--- src/acsg_pkg.sv ---
// Purpose: shared constants for the front-end clock select, divide and gate block
// Assumes: APB slave with 32-bit data, registers in the low 16 bits
// Notes: offsets are byte addresses
package acsg_pkg;

  // ----------------------------------------------------------------
  // register offsets
  // ----------------------------------------------------------------
  localparam logic [11:0] ACSG_OFF_DIV_CFG = 12'h408;
  localparam logic [11:0] ACSG_OFF_GATE = 12'h410;
  localparam logic [11:0] ACSG_OFF_SRC_SEL = 12'h414;
  localparam logic [11:0] ACSG_OFF_UNLOCK = 12'h420;
  localparam logic [11:0] ACSG_OFF_LP_EN = 12'ha70;

  // ----------------------------------------------------------------
  // reset values, key and field positions
  // ----------------------------------------------------------------
  localparam logic [15:0] ACSG_RST_DIV_CFG = 16'h0441;
  localparam logic [15:0] ACSG_RST_GATE = 16'h01c0;
  localparam logic [15:0] ACSG_RST_SRC_SEL = 16'h0000;
  localparam logic [15:0] ACSG_RST_LP_EN = 16'h0004;
  localparam logic [15:0] ACSG_UNLOCK_VALUE = 16'ha815;
  localparam logic [5:0] ACSG_DIV_MAX = 6'h20;
  localparam logic [5:0] ACSG_DIV_ONE = 6'h01;
  localparam int ACSG_DIV_LSB = 0;
  localparam int ACSG_DIV_W = 6;
  localparam int ACSG_SYS_SRC_LSB = 0;
  localparam int ACSG_ADC_SRC_LSB = 2;
  localparam int ACSG_WAKE_OFF_BIT = 1;
  localparam int ACSG_CHOP_OFF_BIT = 2;
  localparam int ACSG_FE_OFF_BIT = 5;
  localparam logic [15:0] ACSG_SRC_SEL_MASK = 16'h000f;
  localparam logic [15:0] ACSG_LP_EN_MASK = 16'h0007;
  localparam logic [15:0] ACSG_GATE_MASK = 16'h03ff;
  localparam int ACSG_ROOT_MHZ = 16;

  // ----------------------------------------------------------------
  // clock source codes
  // ----------------------------------------------------------------
  typedef enum logic [1:0] {
    ACSG_SRC_FAST_INTERNAL_OSCILLATOR = 2'b00,
    ACSG_SRC_CRYSTAL = 2'b01,
    ACSG_SRC_SLOW_INTERNAL_OSCILLATOR = 2'b10,
    ACSG_SRC_EXTERNAL = 2'b11
  } acsg_src_t;

endpackage
--- src/acsg_clock_ctrl.sv ---
// Purpose: clock source select, system divider and clock gates of the front end
// Assumes: APB slave, single clock, one wait state per transfer
// Notes: divided clock is a clock-enable style tick from the root clock input
//   the bus answers one cycle into the access phase, so penable stands for two cycles
//   a write commits at the edge where the master sees pready high; read data stands there too
//   unmapped offsets answer with pslverr, write nothing and read zero
//   the key opens the divider for the very next write only; reads keep the window open
//   a key write with any other value shuts the window like every other write
//   a divider write without the key completes normally and is dropped quietly
//   byte strobes apply per lane to the low 16 bits; the upper lanes carry nothing
//   reserved divider bits stay writable, software is trusted to keep them; gate bits 15:10 read zero
//   source, low-power and gate outputs trail their register by one clock
//   the extra flop keeps every output glitch free at the cost of one cycle of latency
//   limitation: the divided clock is an enable tick at the bus clock, not a clock of its own
//   a new divider value acts at the next edge, with no resync to the old tick phase
`timescale 1ns/1ps

module acsg_clock_ctrl
  import acsg_pkg::*;
(
  input wire logic clock,
  input wire logic sys_rst,
  input wire logic psel,
  input wire logic penable,
  input wire logic pwrite,
  input wire logic [11:0] paddr,
  input wire logic [31:0] pwdata,
  input wire logic [3:0] pstrb,
  output logic [31:0] prdata,
  output logic pready,
  output logic pslverr,
  output logic [1:0] system_clock_source,
  output logic [1:0] converter_clock_source,
  output logic [5:0] system_divide_ratio,
  output logic system_clock_tick,
  output logic chop_clock_off,
  output logic wake_timer_clock_off,
  output logic frontend_control_clock_off,
  output logic [15:0] clock_gate_enable
);
  import acsg_pkg::*;

  // ----------------------------------------------------------------
  // register state
  // ----------------------------------------------------------------
  logic [15:0] div_cfg_reg;
  logic [15:0] gate_reg;
  logic [15:0] src_sel_reg;
  logic [15:0] lp_en_reg;
  logic any_wr_done_w;
  logic key_match_w;
  logic div_wr_w;
  logic gate_wr_w;
  logic src_wr_w;
  logic lp_wr_w;
  logic [5:0] div_count_reg;
  logic [5:0] div_count_next;
  logic [5:0] ratio_next;
  logic access_w;
  logic wr_w;
  logic hit_w;
  logic [15:0] wmask_w;
  logic [15:0] rd_w;

  // access phase of an APB transfer, answered after one wait state
  assign access_w = psel & penable;
  assign wr_w = access_w & pwrite;
  // byte lanes apply to the low 16 bits only
  assign wmask_w = {{8{pstrb[1]}}, {8{pstrb[0]}}};

  // the key offset decodes as mapped so its write completes without an error
  // address decode and read mux
  always_comb begin
    hit_w = 1'b1;
    rd_w = 16'h0000;
    case (paddr)
      ACSG_OFF_DIV_CFG: rd_w = div_cfg_reg;
      ACSG_OFF_GATE: rd_w = gate_reg;
      ACSG_OFF_SRC_SEL: rd_w = src_sel_reg;
      ACSG_OFF_LP_EN: rd_w = lp_en_reg;
      ACSG_OFF_UNLOCK: rd_w = 16'h0000; // write-only key reads zero
      default: hit_w = 1'b0;
    endcase
  end

  // ack_reg blocks a second answer only in the cycle after the first; a penable held high longer is answered again
  // bus answer registered so outputs come from flops; one wait state results
  logic ack_reg;
  always_ff @(posedge clock or posedge sys_rst) begin
    if (sys_rst) begin
      ack_reg <= 1'b0;
    end else begin
      ack_reg <= access_w & ~ack_reg;
    end
  end

  // ready, error and read data flops
  always_ff @(posedge clock or posedge sys_rst) begin
    if (sys_rst) begin
      pready <= 1'b0;
      pslverr <= 1'b0;
      prdata <= 32'h0000_0000;
    end else begin
      pready <= access_w & ~ack_reg & ~pready;
      pslverr <= access_w & ~ack_reg & ~pready & ~hit_w;
      if (access_w & ~ack_reg & ~pwrite) begin
        prdata <= {16'h0000, rd_w};
      end
    end
  end

  // commit strobe: the edge at which the slave samples its own pready high
  logic commit_w;
  assign commit_w = wr_w & pready & hit_w;

  // ----------------------------------------------------------------
  // write strobes
  // ----------------------------------------------------------------
  // every completed write, mapped or not, counts for the key window
  assign any_wr_done_w = wr_w & pready;
  // the key only opens on its exact 16-bit value
  assign key_match_w = any_wr_done_w && (paddr == ACSG_OFF_UNLOCK) && (pwdata[15:0] == ACSG_UNLOCK_VALUE);
  // one strobe per register keeps the decode in one place
  // unmapped writes never reach a register strobe because commit_w needs a hit
  assign div_wr_w = commit_w && (paddr == ACSG_OFF_DIV_CFG);
  assign gate_wr_w = commit_w && (paddr == ACSG_OFF_GATE);
  assign src_wr_w = commit_w && (paddr == ACSG_OFF_SRC_SEL);
  assign lp_wr_w = commit_w && (paddr == ACSG_OFF_LP_EN);

  // ----------------------------------------------------------------
  // key protection
  // ----------------------------------------------------------------
  // lock state: one key write opens the divider for the very next write only
  typedef enum logic [0:0] {
    ACSG_LOCKED = 1'b0,
    ACSG_UNLOCKED = 1'b1
  } acsg_lock_t;
  acsg_lock_t lock_state_reg;
  acsg_lock_t lock_state_next;

  // reads leave the window alone; each completed write decides the next state
  always_comb begin
    lock_state_next = lock_state_reg;
    case (lock_state_reg)
      ACSG_LOCKED: begin
        if (key_match_w) begin
          lock_state_next = ACSG_UNLOCKED;
        end
      end
      ACSG_UNLOCKED: begin
        // the divider write itself or any stray write shuts the window again
        if (any_wr_done_w && !key_match_w) begin
          lock_state_next = ACSG_LOCKED;
        end
      end
      default: begin
        lock_state_next = ACSG_LOCKED;
      end
    endcase
  end

  // resets closed, so a divider change always needs a fresh key
  always_ff @(posedge clock or posedge sys_rst) begin
    if (sys_rst) begin
      lock_state_reg <= ACSG_LOCKED;
    end else begin
      lock_state_reg <= lock_state_next;
    end
  end

  // divider register; write ignored unless just unlocked
  always_ff @(posedge clock or posedge sys_rst) begin
    if (sys_rst) begin
      div_cfg_reg <= ACSG_RST_DIV_CFG;
    end else if (div_wr_w && lock_state_reg == ACSG_UNLOCKED) begin
      div_cfg_reg <= (div_cfg_reg & ~wmask_w) | (pwdata[15:0] & wmask_w);
    end
  end

  // ----------------------------------------------------------------
  // source select and gates
  // ----------------------------------------------------------------
  // source fields; upper bits read zero
  always_ff @(posedge clock or posedge sys_rst) begin
    if (sys_rst) begin
      src_sel_reg <= ACSG_RST_SRC_SEL;
    end else if (src_wr_w) begin
      src_sel_reg <= (src_sel_reg & ~wmask_w) | (pwdata[15:0] & wmask_w & ACSG_SRC_SEL_MASK);
    end
  end

  // low-power enables; upper bits reserved read zero
  always_ff @(posedge clock or posedge sys_rst) begin
    if (sys_rst) begin
      lp_en_reg <= ACSG_RST_LP_EN;
    end else if (lp_wr_w) begin
      lp_en_reg <= (lp_en_reg & ~wmask_w) | (pwdata[15:0] & wmask_w & ACSG_LP_EN_MASK);
    end
  end

  // gate register; bits 15:10 dropped on write and read zero, bits 9:0 writable
  always_ff @(posedge clock or posedge sys_rst) begin
    if (sys_rst) begin
      gate_reg <= ACSG_RST_GATE;
    end else if (gate_wr_w) begin
      gate_reg <= (gate_reg & ~wmask_w) | (pwdata[15:0] & wmask_w & ACSG_GATE_MASK);
    end
  end

  // ----------------------------------------------------------------
  // system divider
  // ----------------------------------------------------------------
  // the ratio is worked out from the stored field every cycle, so a new value acts at once
  // a count already past the new end wraps on the next edge, so a shrink leaves no long gap
  // the counter is never cleared by a write, which keeps the tick free of a restart glitch
  // saturate above 32, treat zero as one
  always_comb begin
    ratio_next = div_cfg_reg[ACSG_DIV_LSB +: ACSG_DIV_W];
    if (ratio_next > ACSG_DIV_MAX) begin
      ratio_next = ACSG_DIV_MAX;
    end else if (ratio_next < ACSG_DIV_ONE) begin
      ratio_next = ACSG_DIV_ONE;
    end
  end

  // counter wraps at ratio-1; tick marks one divided-clock period
  always_comb begin
    if (div_count_reg >= ratio_next - ACSG_DIV_ONE) begin
      div_count_next = 6'h00;
    end else begin
      div_count_next = div_count_reg + ACSG_DIV_ONE;
    end
  end

  // count, tick and ratio registered together so the ratio port matches the tick spacing
  always_ff @(posedge clock or posedge sys_rst) begin
    if (sys_rst) begin
      div_count_reg <= 6'h00;
      system_clock_tick <= 1'b0;
      system_divide_ratio <= ACSG_DIV_ONE;
    end else begin
      div_count_reg <= div_count_next;
      system_clock_tick <= (div_count_next == 6'h00);
      system_divide_ratio <= ratio_next;
    end
  end

  // ----------------------------------------------------------------
  // registered control outputs
  // ----------------------------------------------------------------
  // every output comes from a flop so downstream gating sees no decode glitch
  // source codes; every 2-bit value is a legal source, so no code needs trapping
  always_ff @(posedge clock or posedge sys_rst) begin
    if (sys_rst) begin
      system_clock_source <= ACSG_SRC_FAST_INTERNAL_OSCILLATOR;
      converter_clock_source <= ACSG_SRC_FAST_INTERNAL_OSCILLATOR;
    end else begin
      system_clock_source <= src_sel_reg[ACSG_SYS_SRC_LSB +: 2];
      converter_clock_source <= src_sel_reg[ACSG_ADC_SRC_LSB +: 2];
    end
  end

  // low-power gates; the chop clock starts off to save current until software wants it
  always_ff @(posedge clock or posedge sys_rst) begin
    if (sys_rst) begin
      chop_clock_off <= ACSG_RST_LP_EN[ACSG_CHOP_OFF_BIT];
      wake_timer_clock_off <= ACSG_RST_LP_EN[ACSG_WAKE_OFF_BIT];
    end else begin
      chop_clock_off <= lp_en_reg[ACSG_CHOP_OFF_BIT];
      wake_timer_clock_off <= lp_en_reg[ACSG_WAKE_OFF_BIT];
    end
  end

  // main control clock gate and a copy of the whole gate register
  always_ff @(posedge clock or posedge sys_rst) begin
    if (sys_rst) begin
      frontend_control_clock_off <= ACSG_RST_GATE[ACSG_FE_OFF_BIT];
      clock_gate_enable <= ACSG_RST_GATE;
    end else begin
      frontend_control_clock_off <= gate_reg[ACSG_FE_OFF_BIT];
      clock_gate_enable <= gate_reg;
    end
  end

endmodule // acsg_clock_ctrl

--- config.mk ---
export PLATFORM = sky130hd
export DESIGN_NAME = acsg_clock_ctrl
export DESIGN_NICKNAME = d
export VERILOG_FILES = /design/src/acsg_pkg.sv /design/src/acsg_clock_ctrl.sv
export SDC_FILE = /design/constraint.sdc
export NUM_CORES = 1
export LEC_CHECK = 0
export ABC_AREA = 0
export BUFFER_PORTS_ARGS = -buffer_cell sky130_fd_sc_hd__buf_2
export CAP_MARGIN = 40
export CORE_ASPECT_RATIO = 0.5
export CORE_MARGIN = 4
export CORE_UTILIZATION = 58
export DETAILED_ROUTE_END_ITERATION = 10
export GPL_ROUTABILITY_DRIVEN = 0
export GPL_TIMING_DRIVEN = 1
export MAX_ROUTING_LAYER = met4
export PLACE_DENSITY_LB_ADDON = 0.2
export SYNTH_ARGS = -nofsm -noshare
export SYNTH_HDL_FRONTEND = slang
export SYNTH_SLANG_ARGS = --single-unit
--- constraint.sdc ---
create_clock -name clock -period 7.5 [get_ports clock]
set_clock_uncertainty 0.05 [all_clocks]
set_input_delay 0.75 -clock clock [delete_from_list [all_inputs] [get_ports clock]]
set_output_delay 0.75 -clock clock [all_outputs]
set_load 0.005 [all_outputs]
==> summary.md <==
| Metric | Value |
|---|---|
| Clk Latency, worst-skew pair | `0.41 ns` |
| Final ANT Viol Nets | `0` |
| R2R cell count | `11` |
| Synth async-reset ratio | `100%` |
| Worst slack, placed | `4.05 ns` |
| Worst setup startpoint | `paddr[2]` |
| Hold WC Path Type | `reg2reg` |
| Slowest-stage cell, CP | `nor2b_1` |
| Combinational fraction of design power | `8.4%` |
| Synth area leader | `dfrtp_1` |
| Clock Power Share | `54.0%` |
| Clock buffer count from CTS | `17` |
| Maximum vdd drop | `0.000186 V` |
| Crit path kind | `in2reg` |
| Resize count post-CTS | `0` |
| Sink Count | `119` |
| Flop pwr share | `37.7%` |
| Final WS setup | `4.39 ns` |
| Synthesis-stage register bit count | `119` |
| Largest net degree at the start of global routing | `65` |
| DP HPWL | `7.46 mm` |
| Slowest stage delay, CP | `0.79 ns` |
| Clock slew at reported path FFs | `0.06 ns` |
| IO Pins | `117` |
| Routed vias | `3660` |
| Switching share of total power | `22.0%` |
| Clock Path Buffers | `2` |
| Worst Setup Start Kind | `primary input` |
| Commonest cells in the netlist | `dfrtp_1, nor2b_1, nand3_1, mux2_2` |
| Initial antenna violation count | `0` |
| Post-synth EDFFs | `0` |
| Sequential cell area fraction in the yosys report | `57.0%` |
| Min Tclk post-route | `3.11 ns` |
| Max H-tree Level | `4` |
| PD cells | `286 mW/mm²` |
| Distinct cells, synth | `50` |
| Count leader, synth | `dfrtp_1` |
| Postcts setup bufs | `0` |
| Worst slew margin | `41.4%` |
| Layout area overhead | `21.9%` |
| Initial core utilization | `59.9%` |
| Die Y | `75.3 µm` |
| Worst-path fanout max | `21` |
| Cell count after synthesis | `418` |
| CP arrival | `3.36 ns` |
| Proportion of layout cells with a drive suffix above 1 | `37.3%` |
| First-pass GRT wire length | `18.5 mm` |
| WP data required | `7.74 ns` |
| TritonCTS clock tree | `built` |
| R2R Setup Slk | `4.73 ns` |
| Initial drt markers | `204` |
| Placed Instances | `600` |
| Routed length per instance | `18.2 µm` |
| Static Leak | `3.13 nW` |
| Clk root buf | `clkbuf_16` |
| Endpoints failing hold | `0` |
| Final core occ | `73.0%` |
| DRT Pass-1 Iters | `5` |
| CORE AREA | `0.00877 mm²` |
| Peak Freq | `0.321 GHz` |
| Port bufs | `82` |
| Mapped Area | `0.00525 mm²` |
| Main synth FF type | `dfrtp_1` |
| Worst-Margin Slew | `0.877 ns` |
| Max cap viols | `0` |
| Crit-path cells | `buf_2 -> nor3_2 -> buf_4 -> and4_1 -> nor2b_1 -> mux2_2` |
| Synth area leaders | `dfrtp_1, mux2_2, dfstp_2` |
| Final number of setup-violating endpoints | `0` |
| Internal power | `1.43 mW` |
| Avg Inst Size Synth | `12.6 µm²` |
| NumNets Final | `563` |
| Total Wirelength | `11.5 mm` |
| Setup tns final | `0 ns` |
| Final instance count without filler cells | `632` |
| DRC violations left | `0` |
| RR Endpoint | `system_clock_tick$_DFF_PP0_` |
| Die area | `0.0107 mm²` |
| Critical Path End Type | `flop` |
| RSZ-0062 raised after global routing | `no` |
| # diodes | `0` |
| Max-slew violations | `0` |
| Die X | `143 µm` |
| Yosys top cell area share | `51.0%` |
| Part of the cycle the worst path needs | `41.5%` |
| Drt via density | `5.79` |
| Gr ovfl total | `0` |
| Row count | `24` |
| Vias in the first global route | `3630` |
| Area after DPL | `0.00568 mm²` |
| Hold Buf Count CTS | `0` |
| Final Instance Area | `0.00640 mm²` |
| Psw | `0.404 mW` |
| Synth Warn # | `0` |
| Hold Crit Depth | `0` |
| Status | `complete, no violations` |
| Total Routing Usage GR | `23.5%` |
-- worst min-delay path by stage --
stage,startpoint,endpoint
after global routing,flop,clock_gate_enable[7]$_DFF_PP1_
after global placement,flop,clock_gate_enable[6]$_DFF_PP1_
after CTS,flop,clock_gate_enable[8]$_DFF_PP1_
after floorplan,flop,clock_gate_enable[6]$_DFF_PP1_
final,flop,clock_gate_enable[8]$_DFF_PP1_
after detailed placement,flop,clock_gate_enable[7]$_DFF_PP1_
-- per-stage QoR --
step	power (mW)	hold slack (ns)
6_report	1.83	0.324
3_3_place_gp	0.848	0.319
2_1_floorplan	0.801	0.309
5_1_grt	1.90	0.331
3_5_place_dp	0.853	0.316
4_1_cts	1.84	0.325
-- cell usage in the layout (no fill, tap or decap), drive strengths merged, types with 8 or more instances in the layout --
master	n
dfrtp	107
buf	88
nor2b	37
nand3	36
mux2	34
nor2	23
a21o	20
conb	17
clkbuf	17
a22oi	16
a311oi	16
dfstp	12
ha	8
bufinv	8
inv	8
-- per-layer routing --
metal	track usage [%]	vias up	wire length [µm]
met2	36.9	134	5470
met4	9.48	0	263
met1	30.0	1851	5010
met3	5.83	28	753
li1	-	1647	-
met5	-	-	0
-- logic make-up after synthesis --
logic type / Yosys count / synth area share, %
xor+xnor: 5 / 0.834
buf+inv: 45 / 5.22
fa+ha+maj: 8 / 1.91
mux: 34 / 7.29
compound gates: 66 / 11.0
flops: 119 / 57.0
other cells: 2 / 0.143
simple gates: 139 / 16.7
-- area by class of cell --
cell class / instances / area (µm²)
clock buffer: 17 / 425
sequential: 119 / 2990
multi-input combinational: 269 / 2050
tap: 117 / 146
inverter: 7 / 28.8
fill: 598 / 2370
clock inverter: 15 / 298
timing repair buffer: 88 / 463
-- critical path: cells and delay by family --
family,cells,cell delay [ns]
mux,1,0.41
simple gates,3,1.68
buf+inv,2,0.50
-- power by group through the flow --
stage / combinational [mW] / clock, mW / sequential (mW)
2_1_floorplan: 0.102 / 0 / 0.699
3_3_place_gp: 0.147 / 0 / 0.701
3_5_place_dp: 0.153 / 0 / 0.701
4_1_cts: 0.154 / 1.00 / 0.690
5_1_grt: 0.173 / 1.03 / 0.693
6_report: 0.153 / 0.988 / 0.690
Note: power is estimated with default switching activity, not from simulation.
